===== src/irq_pkg.sv =====
package irq_pkg;
    // ==========================================================
    // register map, byte addresses on the AXI4-Lite bus
    localparam logic [7:0] ADDR_MAIN_CTRL = 8'h00;
    localparam logic [7:0] ADDR_PFLAG_ONE = 8'h04;
    localparam logic [7:0] ADDR_PFLAG_TWO = 8'h08;
    localparam logic [7:0] ADDR_PEN_ONE = 8'h0C;
    localparam logic [7:0] ADDR_PEN_TWO = 8'h10;
    localparam logic [7:0] ADDR_OPTION = 8'h14;
    localparam logic [7:0] ADDR_CORE = 8'h18;
    // ==========================================================
    // main control register fields, option edge select bit, peripheral group widths
    localparam int RB_CHG_FLAG = 0;
    localparam int EXT_FLAG = 1;
    localparam int TMR_FLAG = 2;
    localparam int RB_CHG_EN = 3;
    localparam int EXT_EN = 4;
    localparam int TMR_EN = 5;
    localparam int PERIPH_EN = 6;
    localparam int GLOBAL_EN_BIT = 7;
    localparam int EDGE_SEL_BIT = 6;
    localparam int PERIPH_ONE_W = 7;
    localparam int PERIPH_TWO_W = 1;
    localparam int SOURCE_COUNT = 11;
    // ==========================================================
    // reset values and interrupt vector
    localparam logic [7:0] MAIN_CTRL_RST = 8'h00;
    localparam logic [7:0] OPTION_RST = 8'hFF;
    localparam logic [12:0] IRQ_VECTOR = 13'h0004;
    // ==========================================================
    // synchroniser stages for the external pin, AXI response codes
    localparam logic [1:0] EXT_SYNC_STAGES = 2'h2;
    localparam logic [1:0] AXI_OKAY = 2'h0;
    localparam logic [1:0] AXI_SLVERR = 2'h2;

    typedef struct packed {
        logic ext_pin;
        logic tmr_wrap;
        logic [3:0] port_hi;
    } pin_events_t;

    typedef struct packed {
        logic [6:0] one;
        logic [0:0] two;
    } periph_events_t;

    typedef enum logic [1:0] {
        CORE_RUN = 2'b00,
        CORE_SLEEP = 2'b01,
        CORE_WAKE = 2'b10
    } core_state_t;
endpackage

===== src/interrupt_controller_core.sv =====
// The register addresses and the AXI4-Lite register port were chosen for this implementation.
`timescale 1ns/10ps
`default_nettype none
// Overview of operation
// - eleven sources, each latched in its own flag bit
// - flags set by events whatever the enables say
// - global enable at main control bit 7 gates every source
// - enabled flag with global enable set vectors the core at the next instruction boundary
// - any reset clears the global enable
// - return-from-interrupt sets the global enable again
// - pin, port-change and timer flags with enables live in main control
// - peripheral flags and enables in two register pairs, group gated
// - acknowledge clears global enable, pushes return address, vectors 0004h
// - an external pin event reaches the vector three to six clocks later, within two instruction cycles
// - wake by interrupt with enable set runs PC+1 then vectors 0004h
// - a wake always leaves at least one flag set
// - pin flag on rising edge if edge select set, else falling
// - timer wrap FFh to 00h sets the timer flag at bit 2
// - change on port pins 7 to 4 sets the port-change flag at bit 0
module interrupt_controller_core (
    input wire logic aclk,
    input wire logic aresetn,
    input wire logic [7:0] s_axi_awaddr,
    input wire logic s_axi_awvalid,
    output logic s_axi_awready,
    input wire logic [31:0] s_axi_wdata,
    input wire logic [3:0] s_axi_wstrb,
    input wire logic s_axi_wvalid,
    output logic s_axi_wready,
    output logic [1:0] s_axi_bresp,
    output logic s_axi_bvalid,
    input wire logic s_axi_bready,
    input wire logic [7:0] s_axi_araddr,
    input wire logic s_axi_arvalid,
    output logic s_axi_arready,
    output logic [31:0] s_axi_rdata,
    output logic [1:0] s_axi_rresp,
    output logic s_axi_rvalid,
    input wire logic s_axi_rready,
    input wire logic ext_edge_irq_pin,
    input wire logic [3:0] port_b_pins,
    input wire logic [7:0] timer_zero_count,
    input wire irq_pkg::periph_events_t periph_events,
    input wire logic [12:0] current_pc,
    input wire logic instr_cycle_end,
    input wire logic return_from_irq_instr,
    input wire logic irq_disable_instr,
    input wire logic sleep_instr,
    output logic irq_to_core,
    output logic vector_load,
    output logic [12:0] vector_pc,
    output logic push_return,
    output logic [12:0] push_addr,
    output logic core_asleep,
    output logic wake_up
);
    // ==========================================================
    // register state
    logic [7:0] irq_main_control_reg_r;
    logic [6:0] periph_flag_reg_one_r;
    logic [0:0] periph_flag_reg_two_r;
    logic [6:0] periph_enable_reg_one_r;
    logic [0:0] periph_enable_reg_two_r;
    logic [7:0] option_r;
    irq_pkg::core_state_t core_state_r;
    logic global_irq_enable;
    logic ext_edge_select;
    assign global_irq_enable =
        irq_main_control_reg_r[irq_pkg::GLOBAL_EN_BIT];
    assign ext_edge_select = option_r[irq_pkg::EDGE_SEL_BIT];

    function automatic logic wr_hit(input logic [7:0] a,
                                    input logic [7:0] target);
        wr_hit = (a == target);
    endfunction

    // ==========================================================
    // AXI4-Lite write path
    logic [7:0] aw_addr_r;
    logic aw_held_r;
    logic [31:0] w_data_r;
    logic [3:0] w_strb_r;
    logic w_held_r;
    logic wr_fire;
    assign s_axi_awready = !aw_held_r && !s_axi_bvalid;
    assign s_axi_wready = !w_held_r && !s_axi_bvalid;
    assign wr_fire = aw_held_r && w_held_r && !s_axi_bvalid;

    always_ff @(posedge aclk) begin
        if (!aresetn) begin
            aw_held_r <= 1'b0;
            aw_addr_r <= 8'h00;
            w_held_r <= 1'b0;
            w_data_r <= 32'h00000000;
            w_strb_r <= 4'h0;
            s_axi_bvalid <= 1'b0;
            s_axi_bresp <= irq_pkg::AXI_OKAY;
        end else begin
            if (s_axi_awvalid && s_axi_awready) begin
                aw_held_r <= 1'b1;
                aw_addr_r <= s_axi_awaddr;
            end
            if (s_axi_wvalid && s_axi_wready) begin
                w_held_r <= 1'b1;
                w_data_r <= s_axi_wdata;
                w_strb_r <= s_axi_wstrb;
            end
            if (wr_fire) begin
                aw_held_r <= 1'b0;
                w_held_r <= 1'b0;
                s_axi_bvalid <= 1'b1;
                s_axi_bresp <= (aw_addr_r > irq_pkg::ADDR_CORE ||
                    aw_addr_r[1:0] != 2'h0) ? irq_pkg::AXI_SLVERR
                    : irq_pkg::AXI_OKAY;
            end else if (s_axi_bvalid && s_axi_bready) begin
                s_axi_bvalid <= 1'b0;
            end
        end
    end

    logic wr_lane0;
    assign wr_lane0 = wr_fire && w_strb_r[0];

    // ==========================================================
    // event detection
    logic [1:0] ext_pipe_r;
    logic [3:0] port_last_r;
    logic [7:0] tmr_last_r;
    logic ext_event;
    logic port_event;
    logic tmr_event;
    always_ff @(posedge aclk) begin
        if (!aresetn) begin
            // start from the pins' own level so release makes no edge
            ext_pipe_r <= {2{ext_edge_irq_pin}};
            port_last_r <= port_b_pins;
            tmr_last_r <= 8'h00;
        end else begin
            ext_pipe_r <= {ext_pipe_r[0], ext_edge_irq_pin};
            port_last_r <= port_b_pins;
            tmr_last_r <= timer_zero_count;
        end
    end
    // two stages of delay set the pin flag two clocks after the pin, the vector three to six clocks after
    assign ext_event = ext_edge_select ?
        (ext_pipe_r[0] && !ext_pipe_r[1]) :
        (!ext_pipe_r[0] && ext_pipe_r[1]);
    assign port_event = (port_b_pins != port_last_r);
    assign tmr_event = (tmr_last_r == 8'hFF) &&
        (timer_zero_count == 8'h00);

    // ==========================================================
    // request logic
    logic pin_req;
    logic periph_req;
    logic any_req;
    assign pin_req =
        (irq_main_control_reg_r[irq_pkg::RB_CHG_FLAG] &&
         irq_main_control_reg_r[irq_pkg::RB_CHG_EN]) ||
        (irq_main_control_reg_r[irq_pkg::EXT_FLAG] &&
         irq_main_control_reg_r[irq_pkg::EXT_EN]) ||
        (irq_main_control_reg_r[irq_pkg::TMR_FLAG] &&
         irq_main_control_reg_r[irq_pkg::TMR_EN]);
    assign periph_req = irq_main_control_reg_r[irq_pkg::PERIPH_EN] &&
        (|(periph_flag_reg_one_r & periph_enable_reg_one_r) ||
         |(periph_flag_reg_two_r & periph_enable_reg_two_r));
    assign any_req = pin_req || periph_req;
    assign irq_to_core = global_irq_enable && any_req;

    logic ack;
    assign ack = irq_to_core && instr_cycle_end &&
        core_state_r == irq_pkg::CORE_RUN;

    // ==========================================================
    // main control register; set wins over software clear
    logic [7:0] main_nxt;
    always_comb begin
        main_nxt = irq_main_control_reg_r;
        if (wr_lane0 && wr_hit(aw_addr_r, irq_pkg::ADDR_MAIN_CTRL)) begin
            main_nxt = w_data_r[7:0];
        end
        if (irq_disable_instr) begin
            main_nxt[irq_pkg::GLOBAL_EN_BIT] = 1'b0;
        end
        if (return_from_irq_instr) begin
            main_nxt[irq_pkg::GLOBAL_EN_BIT] = 1'b1;
        end
        if (ack || (core_state_r == irq_pkg::CORE_WAKE &&
                    instr_cycle_end && global_irq_enable)) begin
            main_nxt[irq_pkg::GLOBAL_EN_BIT] = 1'b0;
        end
        if (ext_event) begin
            main_nxt[irq_pkg::EXT_FLAG] = 1'b1;
        end
        if (port_event) begin
            main_nxt[irq_pkg::RB_CHG_FLAG] = 1'b1;
        end
        if (tmr_event) begin
            main_nxt[irq_pkg::TMR_FLAG] = 1'b1;
        end
    end

    always_ff @(posedge aclk) begin
        if (!aresetn) begin
            irq_main_control_reg_r <= irq_pkg::MAIN_CTRL_RST;
        end else begin
            irq_main_control_reg_r <= main_nxt;
        end
    end

    // ==========================================================
    // peripheral flags, enables, option
    always_ff @(posedge aclk) begin
        if (!aresetn) begin
            periph_flag_reg_one_r <= 7'h00;
            periph_flag_reg_two_r <= 1'h0;
            periph_enable_reg_one_r <= 7'h00;
            periph_enable_reg_two_r <= 1'h0;
            option_r <= irq_pkg::OPTION_RST;
        end else begin
            if (wr_lane0 && wr_hit(aw_addr_r, irq_pkg::ADDR_PFLAG_ONE)) begin
                periph_flag_reg_one_r <= w_data_r[6:0] |
                    periph_events.one;
            end else begin
                periph_flag_reg_one_r <= periph_flag_reg_one_r |
                    periph_events.one;
            end
            if (wr_lane0 && wr_hit(aw_addr_r, irq_pkg::ADDR_PFLAG_TWO)) begin
                periph_flag_reg_two_r <= w_data_r[0:0] |
                    periph_events.two;
            end else begin
                periph_flag_reg_two_r <= periph_flag_reg_two_r |
                    periph_events.two;
            end
            if (wr_lane0 && wr_hit(aw_addr_r, irq_pkg::ADDR_PEN_ONE)) begin
                periph_enable_reg_one_r <= w_data_r[6:0];
            end
            if (wr_lane0 && wr_hit(aw_addr_r, irq_pkg::ADDR_PEN_TWO)) begin
                periph_enable_reg_two_r <= w_data_r[0:0];
            end
            if (wr_lane0 && wr_hit(aw_addr_r, irq_pkg::ADDR_OPTION)) begin
                option_r <= w_data_r[7:0];
            end
        end
    end

    // ==========================================================
    // core sequencing: vector, sleep and wake
    logic enabled_pending;
    assign enabled_pending = any_req;
    always_ff @(posedge aclk) begin
        if (!aresetn) begin
            core_state_r <= irq_pkg::CORE_RUN;
            vector_load <= 1'b0;
            vector_pc <= 13'h0000;
            push_return <= 1'b0;
            push_addr <= 13'h0000;
            wake_up <= 1'b0;
        end else begin
            vector_load <= 1'b0;
            push_return <= 1'b0;
            wake_up <= 1'b0;
            case (core_state_r)
                irq_pkg::CORE_RUN: begin
                    if (ack) begin
                        vector_load <= 1'b1;
                        vector_pc <= irq_pkg::IRQ_VECTOR;
                        push_return <= 1'b1;
                        push_addr <= current_pc;
                    end else if (sleep_instr) begin
                        core_state_r <= irq_pkg::CORE_SLEEP;
                    end
                end
                irq_pkg::CORE_SLEEP: begin
                    // only an enabled flag may wake, so a cause is visible
                    if (enabled_pending) begin
                        core_state_r <= irq_pkg::CORE_WAKE;
                        wake_up <= 1'b1;
                    end
                end
                irq_pkg::CORE_WAKE: begin
                    // the instruction at PC+1 runs first, then vector
                    if (instr_cycle_end) begin
                        core_state_r <= irq_pkg::CORE_RUN;
                        if (global_irq_enable) begin
                            vector_load <= 1'b1;
                            vector_pc <= irq_pkg::IRQ_VECTOR;
                            push_return <= 1'b1;
                            push_addr <= current_pc + 13'h0001;
                        end
                    end
                end
                default: begin
                    core_state_r <= irq_pkg::CORE_RUN;
                end
            endcase
        end
    end
    assign core_asleep = (core_state_r == irq_pkg::CORE_SLEEP);

    // ==========================================================
    // AXI4-Lite read path; no clear-on-read, flags clear by write
    logic [31:0] rd_word;
    always_comb begin
        rd_word = 32'h00000000;
        case (s_axi_araddr)
            irq_pkg::ADDR_MAIN_CTRL: rd_word[7:0] = irq_main_control_reg_r;
            irq_pkg::ADDR_PFLAG_ONE: rd_word[6:0] = periph_flag_reg_one_r;
            irq_pkg::ADDR_PFLAG_TWO: rd_word[0:0] = periph_flag_reg_two_r;
            irq_pkg::ADDR_PEN_ONE: rd_word[6:0] = periph_enable_reg_one_r;
            irq_pkg::ADDR_PEN_TWO: rd_word[0:0] = periph_enable_reg_two_r;
            irq_pkg::ADDR_OPTION: rd_word[7:0] = option_r;
            irq_pkg::ADDR_CORE: rd_word[1:0] = core_state_r;
            default: rd_word = 32'h00000000;
        endcase
    end
    assign s_axi_arready = !s_axi_rvalid;
    always_ff @(posedge aclk) begin
        if (!aresetn) begin
            s_axi_rvalid <= 1'b0;
            s_axi_rdata <= 32'h00000000;
            s_axi_rresp <= irq_pkg::AXI_OKAY;
        end else if (s_axi_arvalid && s_axi_arready) begin
            s_axi_rvalid <= 1'b1;
            s_axi_rdata <= rd_word;
            s_axi_rresp <= (s_axi_araddr > irq_pkg::ADDR_CORE ||
                s_axi_araddr[1:0] != 2'h0) ? irq_pkg::AXI_SLVERR
                : irq_pkg::AXI_OKAY;
        end else if (s_axi_rvalid && s_axi_rready) begin
            s_axi_rvalid <= 1'b0;
        end
    end
endmodule // interrupt_controller_core
`default_nettype wire


===== config.mk =====
export PLATFORM = sky130hd
export DESIGN_NAME = interrupt_controller_core
export DESIGN_NICKNAME = d
export VERILOG_FILES = /design/src/irq_pkg.sv /design/src/interrupt_controller_core.sv
export SDC_FILE = /design/constraint.sdc
export NUM_CORES = 1
export LEC_CHECK = 0
export ABC_AREA = 1
export ABC_CLOCK_PERIOD_IN_PS = 3600
export BUFFER_PORTS_ARGS = -buffer_cell sky130_fd_sc_hd__buf_2
export CORE_MARGIN = 1.5
export CORE_UTILIZATION = 55
export CTS_BUF_LIST = sky130_fd_sc_hd__clkbuf_8
export DETAILED_ROUTE_END_ITERATION = 8
export PLACE_DENSITY_LB_ADDON = 0.05
export REMOVE_ABC_BUFFERS = 1
export SLEW_MARGIN = 30
export SYNTH_ARGS = -nofsm -noshare
export SYNTH_HDL_FRONTEND = slang
export SYNTH_SLANG_ARGS = --single-unit

===== constraint.sdc =====
create_clock -name aclk -period 3.6 [get_ports aclk]
set_clock_uncertainty 0.2 [all_clocks]
set_input_delay 0.72 -clock aclk [delete_from_list [all_inputs] [get_ports aclk]]
set_output_delay 0.72 -clock aclk [all_outputs]
set_load 0.005 [all_outputs]

== After elaboration in Yosys (flattened, before gate mapping) ==
Cells that the tools add are included.
Storage, ports and cells
  register bits: 109
  bits of input ports: 97
  output and inout port bits: 72
Cells by class
  add/subtract/negate cells: 1
  $lt $le $gt $ge: 2
  equal/unequal tests: 21
  multiplexer cells: 38
  bitwise operators: 7
  reduce and logical (&&, ||, !) cells: 60
Operator list (number)
  13-bit two-way mux: 6
  13-bit one-hot mux with 2 select lines: 2
  8-bit by 5-bit == test with 1-bit output, second input constant: 5
  8-bit by 4-bit == test with 1-bit output, second input constant: 4
  1-bit logical AND: 28
  8-bit logical NOT: 3
  5-bit one-hot mux with 4 select lines: 1
  8-bit by 3-bit == test with 1-bit output, second input constant: 2
  8-bit by 5-bit > comparator with 1-bit output, second input constant: 2
  2-bit nonzero test: 8
  1-bit two-way mux: 15
  2-bit two-way mux: 7
  7-bit bitwise OR: 2
  13-bit by 1-bit adder with 13-bit output, second input constant: 1
  2-bit != test, second input constant: 5
  8-bit == test, second input constant: 1
  8-bit two-way mux: 1
  4-bit AND reduction: 2
  7-bit bitwise AND: 1
  1-bit logical OR: 7
  7-bit two-way mux: 1
  1-bit one-hot mux with 7 select lines: 1
  7-bit OR reduction: 1
  1-bit logical NOT: 6
  other kinds (14): 17

== Logic depth before layout (Yosys ltp) ==
  depth after elaboration: 10
  mapped depth: 11
  gate-level depth less buffers: 11

== Worst setup path before layout ==
OpenSTA, ideal clock, no wires.
  kind: input-to-reg
  from: input port s_axi_araddr[1]
  to: register s_axi_rdata[5]
  library setup time: 0.070 ns
  arrival: 1.520 ns
  required time: 3.330 ns
  slack: 1.810 ns
  cell stages on the path: 8
  path buffers: 1
  path through: nor2_1 > inv_1 > nor2_4 > buf_4 > nand3_1 > nand2_1 > o21ai_1 > a21oi_1
On the way
  cells in the longest elaborated chain, start to end: 2
Ends and longest elaborated chain
  start: declaration: line interrupt_controller_core.sv:33  | input wire logic [7:0] s_axi_araddr,
  8-bit by 5-bit == test with 1-bit output, or another cell as far along: line interrupt_controller_core.sv:306  | case (s_axi_araddr)
  5-bit one-hot mux with 4 select lines (*): line interrupt_controller_core.sv:306
  end signal: assignment: line interrupt_controller_core.sv:325  | s_axi_rdata <= rd_word;
  end: declaration: line interrupt_controller_core.sv:36  | output logic [31:0] s_axi_rdata,
Every way passes the cells marked *; elsewhere a longest branch is shown, timed or not.
A chain may end at the register's enable or synchronous reset.

== Final worst setup path ==
  from: register periph_flag_reg_one_r[0]
  to: output port irq_to_core
On the way
  cells in the longest elaborated chain, start to end: 6
Ends and longest elaborated chain
  start: declaration: line interrupt_controller_core.sv:60  | logic [6:0] periph_flag_reg_one_r;
  start signal: assignment: line interrupt_controller_core.sv:222  | periph_flag_reg_one_r <= w_data_r[6:0] |
  start signal: assignment: line interrupt_controller_core.sv:225  | periph_flag_reg_one_r <= periph_flag_reg_one_r |
  7-bit bitwise AND: line interrupt_controller_core.sv:165  | (|(periph_flag_reg_one_r & periph_enable_reg_one_r) ||
  7-bit OR reduction: line interrupt_controller_core.sv:165
  1-bit logical OR: line interrupt_controller_core.sv:165
  1-bit logical AND: line interrupt_controller_core.sv:164  | assign periph_req = irq_main_control_reg_r[irq_pkg::PERIPH_EN] &&
  1-bit logical OR: line interrupt_controller_core.sv:167  | assign any_req = pin_req || periph_req;
  1-bit logical AND: line interrupt_controller_core.sv:168  | assign irq_to_core = global_irq_enable && any_req;
  end: declaration: line interrupt_controller_core.sv:49  | output logic irq_to_core,
No other way between the ends.

==> flow_summary.yaml <==
synth:
  async_reset_ff_share_pct: 0
  post_synth_num_cell_types: 40
  synthFlopType: "dfxtp_1"
  synthMuxAreaShare_pct: 0
  netlist_area_um2: 4720
  ys_seq_area_share_pct: 40.3
  ys_ff_latch: 95
  synthAdderAreaFrac_pct: 0.265
  yosys.area_share.simple_pct: 31.1
  syn_inst: 660
  syn_avg_cell_area_um2: 7.15
  synth_compound_area_share_pct: 11.7
  ys_warn_count: 0
  synth_xor_area_share_pct: 1.49
  synth_top_family_by_area: "simple AND/OR/NAND/NOR gates"
  synth-edff-count: 0
clock_network:
  post-cts-setup-buffers: 0
  cts_tree: "built"
  cts_sinks: 95
  hold_buffers: 0
  clk_path_buf_depth: 2
  insertion_delay_ps: 350
  cts-root-buf: "clkbuf_8"
  h-tree-depth: 3
  cts_resized: 0
  numCtsBuffers: 9
  clk_pin_slew_worst_paths_ps: 100
timing:
  fin_setup_tns_ps: 0
  slew_headroom_pct: 49.8
  tightest_slew_ps: 750
  finalSetupViolations: 0
  layout_min_cycle_time_ps: 2380
  clock.fmax_mhz: 420
  rsz0062_at_grt: "no"
  final-max-slew-violation-count: 0
  hold_viol_final: 0
  fin_crit_sh_pct: 66.1
  fin_hold_ws_ps: 262
worst_setup_path:
  cp-start-kind: "register"
  cp_cell_sequence: "nand2_1, nand2_1, nor2_1, nand2_1, nand2_1, nand2_1, inv_1, nor2_1, buf_2"
  slowest_stage: "dfxtp_1"
  cpMostUsedCell: "nand2_1"
  critPathMaxFanout: 3
  crit_family: "simple AND/OR/NAND/NOR gates"
  arrival_ps: 1460
  critPathBufInv: 2
  cp_slowest_stage_delay_ps: 340
  path_depth: 9
  reg2regPathDepth: 11
  critical_path_class: "reg -> out"
  critPathCaptureType: "output port"
  critPathRequiredTime_ps: 2680
place:
  place_hpwl_um: 7880
  portBuffers: 103
  gp_congestion: 0.906
floorplan:
  fp-row-count: 33
  initial_core_util_pct: 57.1
  die_area_um2: 9140
  pin_count: 169
  core-area_um2: 8260
  die_w_um: 95.6
  die_y_um: 95.6
grt:
  antenna_found_initial: 0
  grt_pass1_wl_um: 17200
  grt_pass1_vias: 3837
  grt_max_degree: 66
  grt_remaining_overflow: 0
  grt_util_all_layers_pct: 24.1
power_and_ir_drop:
  leakagePower_nw: 2.73
  power_frac_seq_pct: 53.8
  powerDensity_nw_per_um2: 395
  switchingPower_mw: 0.569
  netSwitchingFraction_pct: 27.1
  p_comb_share_pct: 11.6
  vdd_ir_drop_max_mv: 0.249
  p_int_mw: 1.53
  p_clk_share_pct: 34.6
  finalPower_mw: 2.10
routing:
  vias_per_cell: 5.09
  num_vias: 4388
  top_layer: "met4"
  dr.pass1.iters: 5
  postRouteAntennaNets: 0
  routed_wl_um: 10800
  met2WireLength_um: 5270
  drc_errors: 0
  wire_per_inst_um: 12.6
  drt-met1-wl_um: 4780
  drt_iter0_markers: 185
  wl_met3_um: 651
status:
  outcome: "finished clean"
layout:
  final_util_pct: 64.4
  final_common_cell: "nand2_1"
  most-common-layout-cells: "nand2_1 (138), buf_2 (103), dfxtp_1 (95)"
  antenna_cells: 0
  areaGrowthSynthToFinish_pct: 12.7
  drive_gt1_share_pct: 19.4
  final_nets: 850
worst_hold_path:
  hold_path_class: "reg -> reg"
  hold_depth: 2
job:
  max-cap-violations: 0
==> power by group through the flow <==
| stage | clock [mW] | combinational, mW | sequential (mW) |
|---|---|---|---|
| finish | 0.726 | 0.243 | 1.13 |
| global route | 0.789 | 0.281 | 1.14 |
| CTS | 0.740 | 0.243 | 1.13 |
| detailed placement | 0 | 0.241 | 1.15 |
| global placement | 0 | 0.235 | 1.15 |
| floorplan | 0 | 0.142 | 1.15 |
==> cells in the mapped netlist (all sizes together), types with 2 or more instances <==
library cell,n,area [um^2]
or2,4,25.0
xor2,3,26.3
o211ai,8,60.1
nor3,10,66.3
nor4,2,12.5
xnor2,5,43.8
buf,53,387
nand3,62,320
inv,77,292
nand3b,3,35.0
o21ai,53,265
nand4,21,146
a21oi,39,195
clkbuf,7,26.3
nor2,65,284
dfxtp,95,1900
nand2,145,572
==> cell type report <==
| type | count | area, um^2 |
|---|---|---|
| fill | 809 | 2940 |
| timing repair buffer | 104 | 536 |
| clock buffer | 10 | 138 |
| multi-input combinational | 464 | 2240 |
| inverter | 78 | 295 |
| tap | 105 | 131 |
| clock inverter | 6 | 68.8 |
| sequential | 95 | 1900 |
==> path summary, 6_finish.rpt <==
check	start	end	slack (ps)
worst max-delay path	periph_flag_reg_one_r[0]	irq_to_core	1220
worst min-delay path	aw_addr_r[7]	aw_addr_r[7]	260
worst max register to register	periph_flag_reg_one_r[0]	irq_main_control_reg_r[7]	1760
worst min register to register	aw_addr_r[7]	aw_addr_r[7]	260
==> cell families (layout without fill, tap and decap cells) <==
kind of cell | count (synthesis) | count (layout)
compound gates | 104 | 104
xor+xnor | 8 | 8
fa+ha+maj | 1 | 1
buf+inv | 138 | 198
flops | 95 | 95
other cells | 1 | 38
simple gates | 313 | 313
==> state kept, by name, summed over array words and instances (netlist names) <==
signal	flops
push_return	1
s_axi_rdata	8
s_axi_rresp	1
periph_flag_reg_one_r	7
s_axi_bresp	1
core_state_r	2
irq_main_control_reg_r	8
w_held_r	1
s_axi_rvalid	1
aw_addr_r	8
aw_held_r	1
periph_flag_reg_two_r	1
tmr_last_r	8
vector_pc	1
option_r	8
w_data_r	8
wake_up	1
ext_pipe_r	2
periph_enable_reg_two_r	1
periph_enable_reg_one_r	7
push_addr	13
w_strb_r	1
port_last_r	4
s_axi_bvalid	1
==> metal layers <==
layer,global-route usage [%],up-vias
met5,0,-
met3,4.23,12
met1,30.1,1987
li1,-,2248
met4,7.23,0
met2,42.0,141
==> metrics by stage <==
| stage | setup WS, ps | std cells | area (um^2) |
|---|---|---|---|
| after detailed placement | 1180 | 846 | 5110 |
| after CTS | 1200 | 862 | 5320 |
| after global routing | 1020 | 862 | 5320 |
| after floorplan | 1690 | 637 | 4440 |
| after global placement | 1210 | 846 | 5110 |
| final | 1220 | 862 | 5320 |
==> worst reg2reg max path: stages, from the launching register on <==
cell	delay [ps]
dfxtp_1	340
nand2_1	70
nand2_1	50
nor2_1	120
nand2_1	70
nand2_1	50
nand2_1	120
nand2_2	300
nand2_4	190
inv_1	120
nand2_1	50
nor2_1	100
Note: power is estimated with default switching activity, not from simulation.
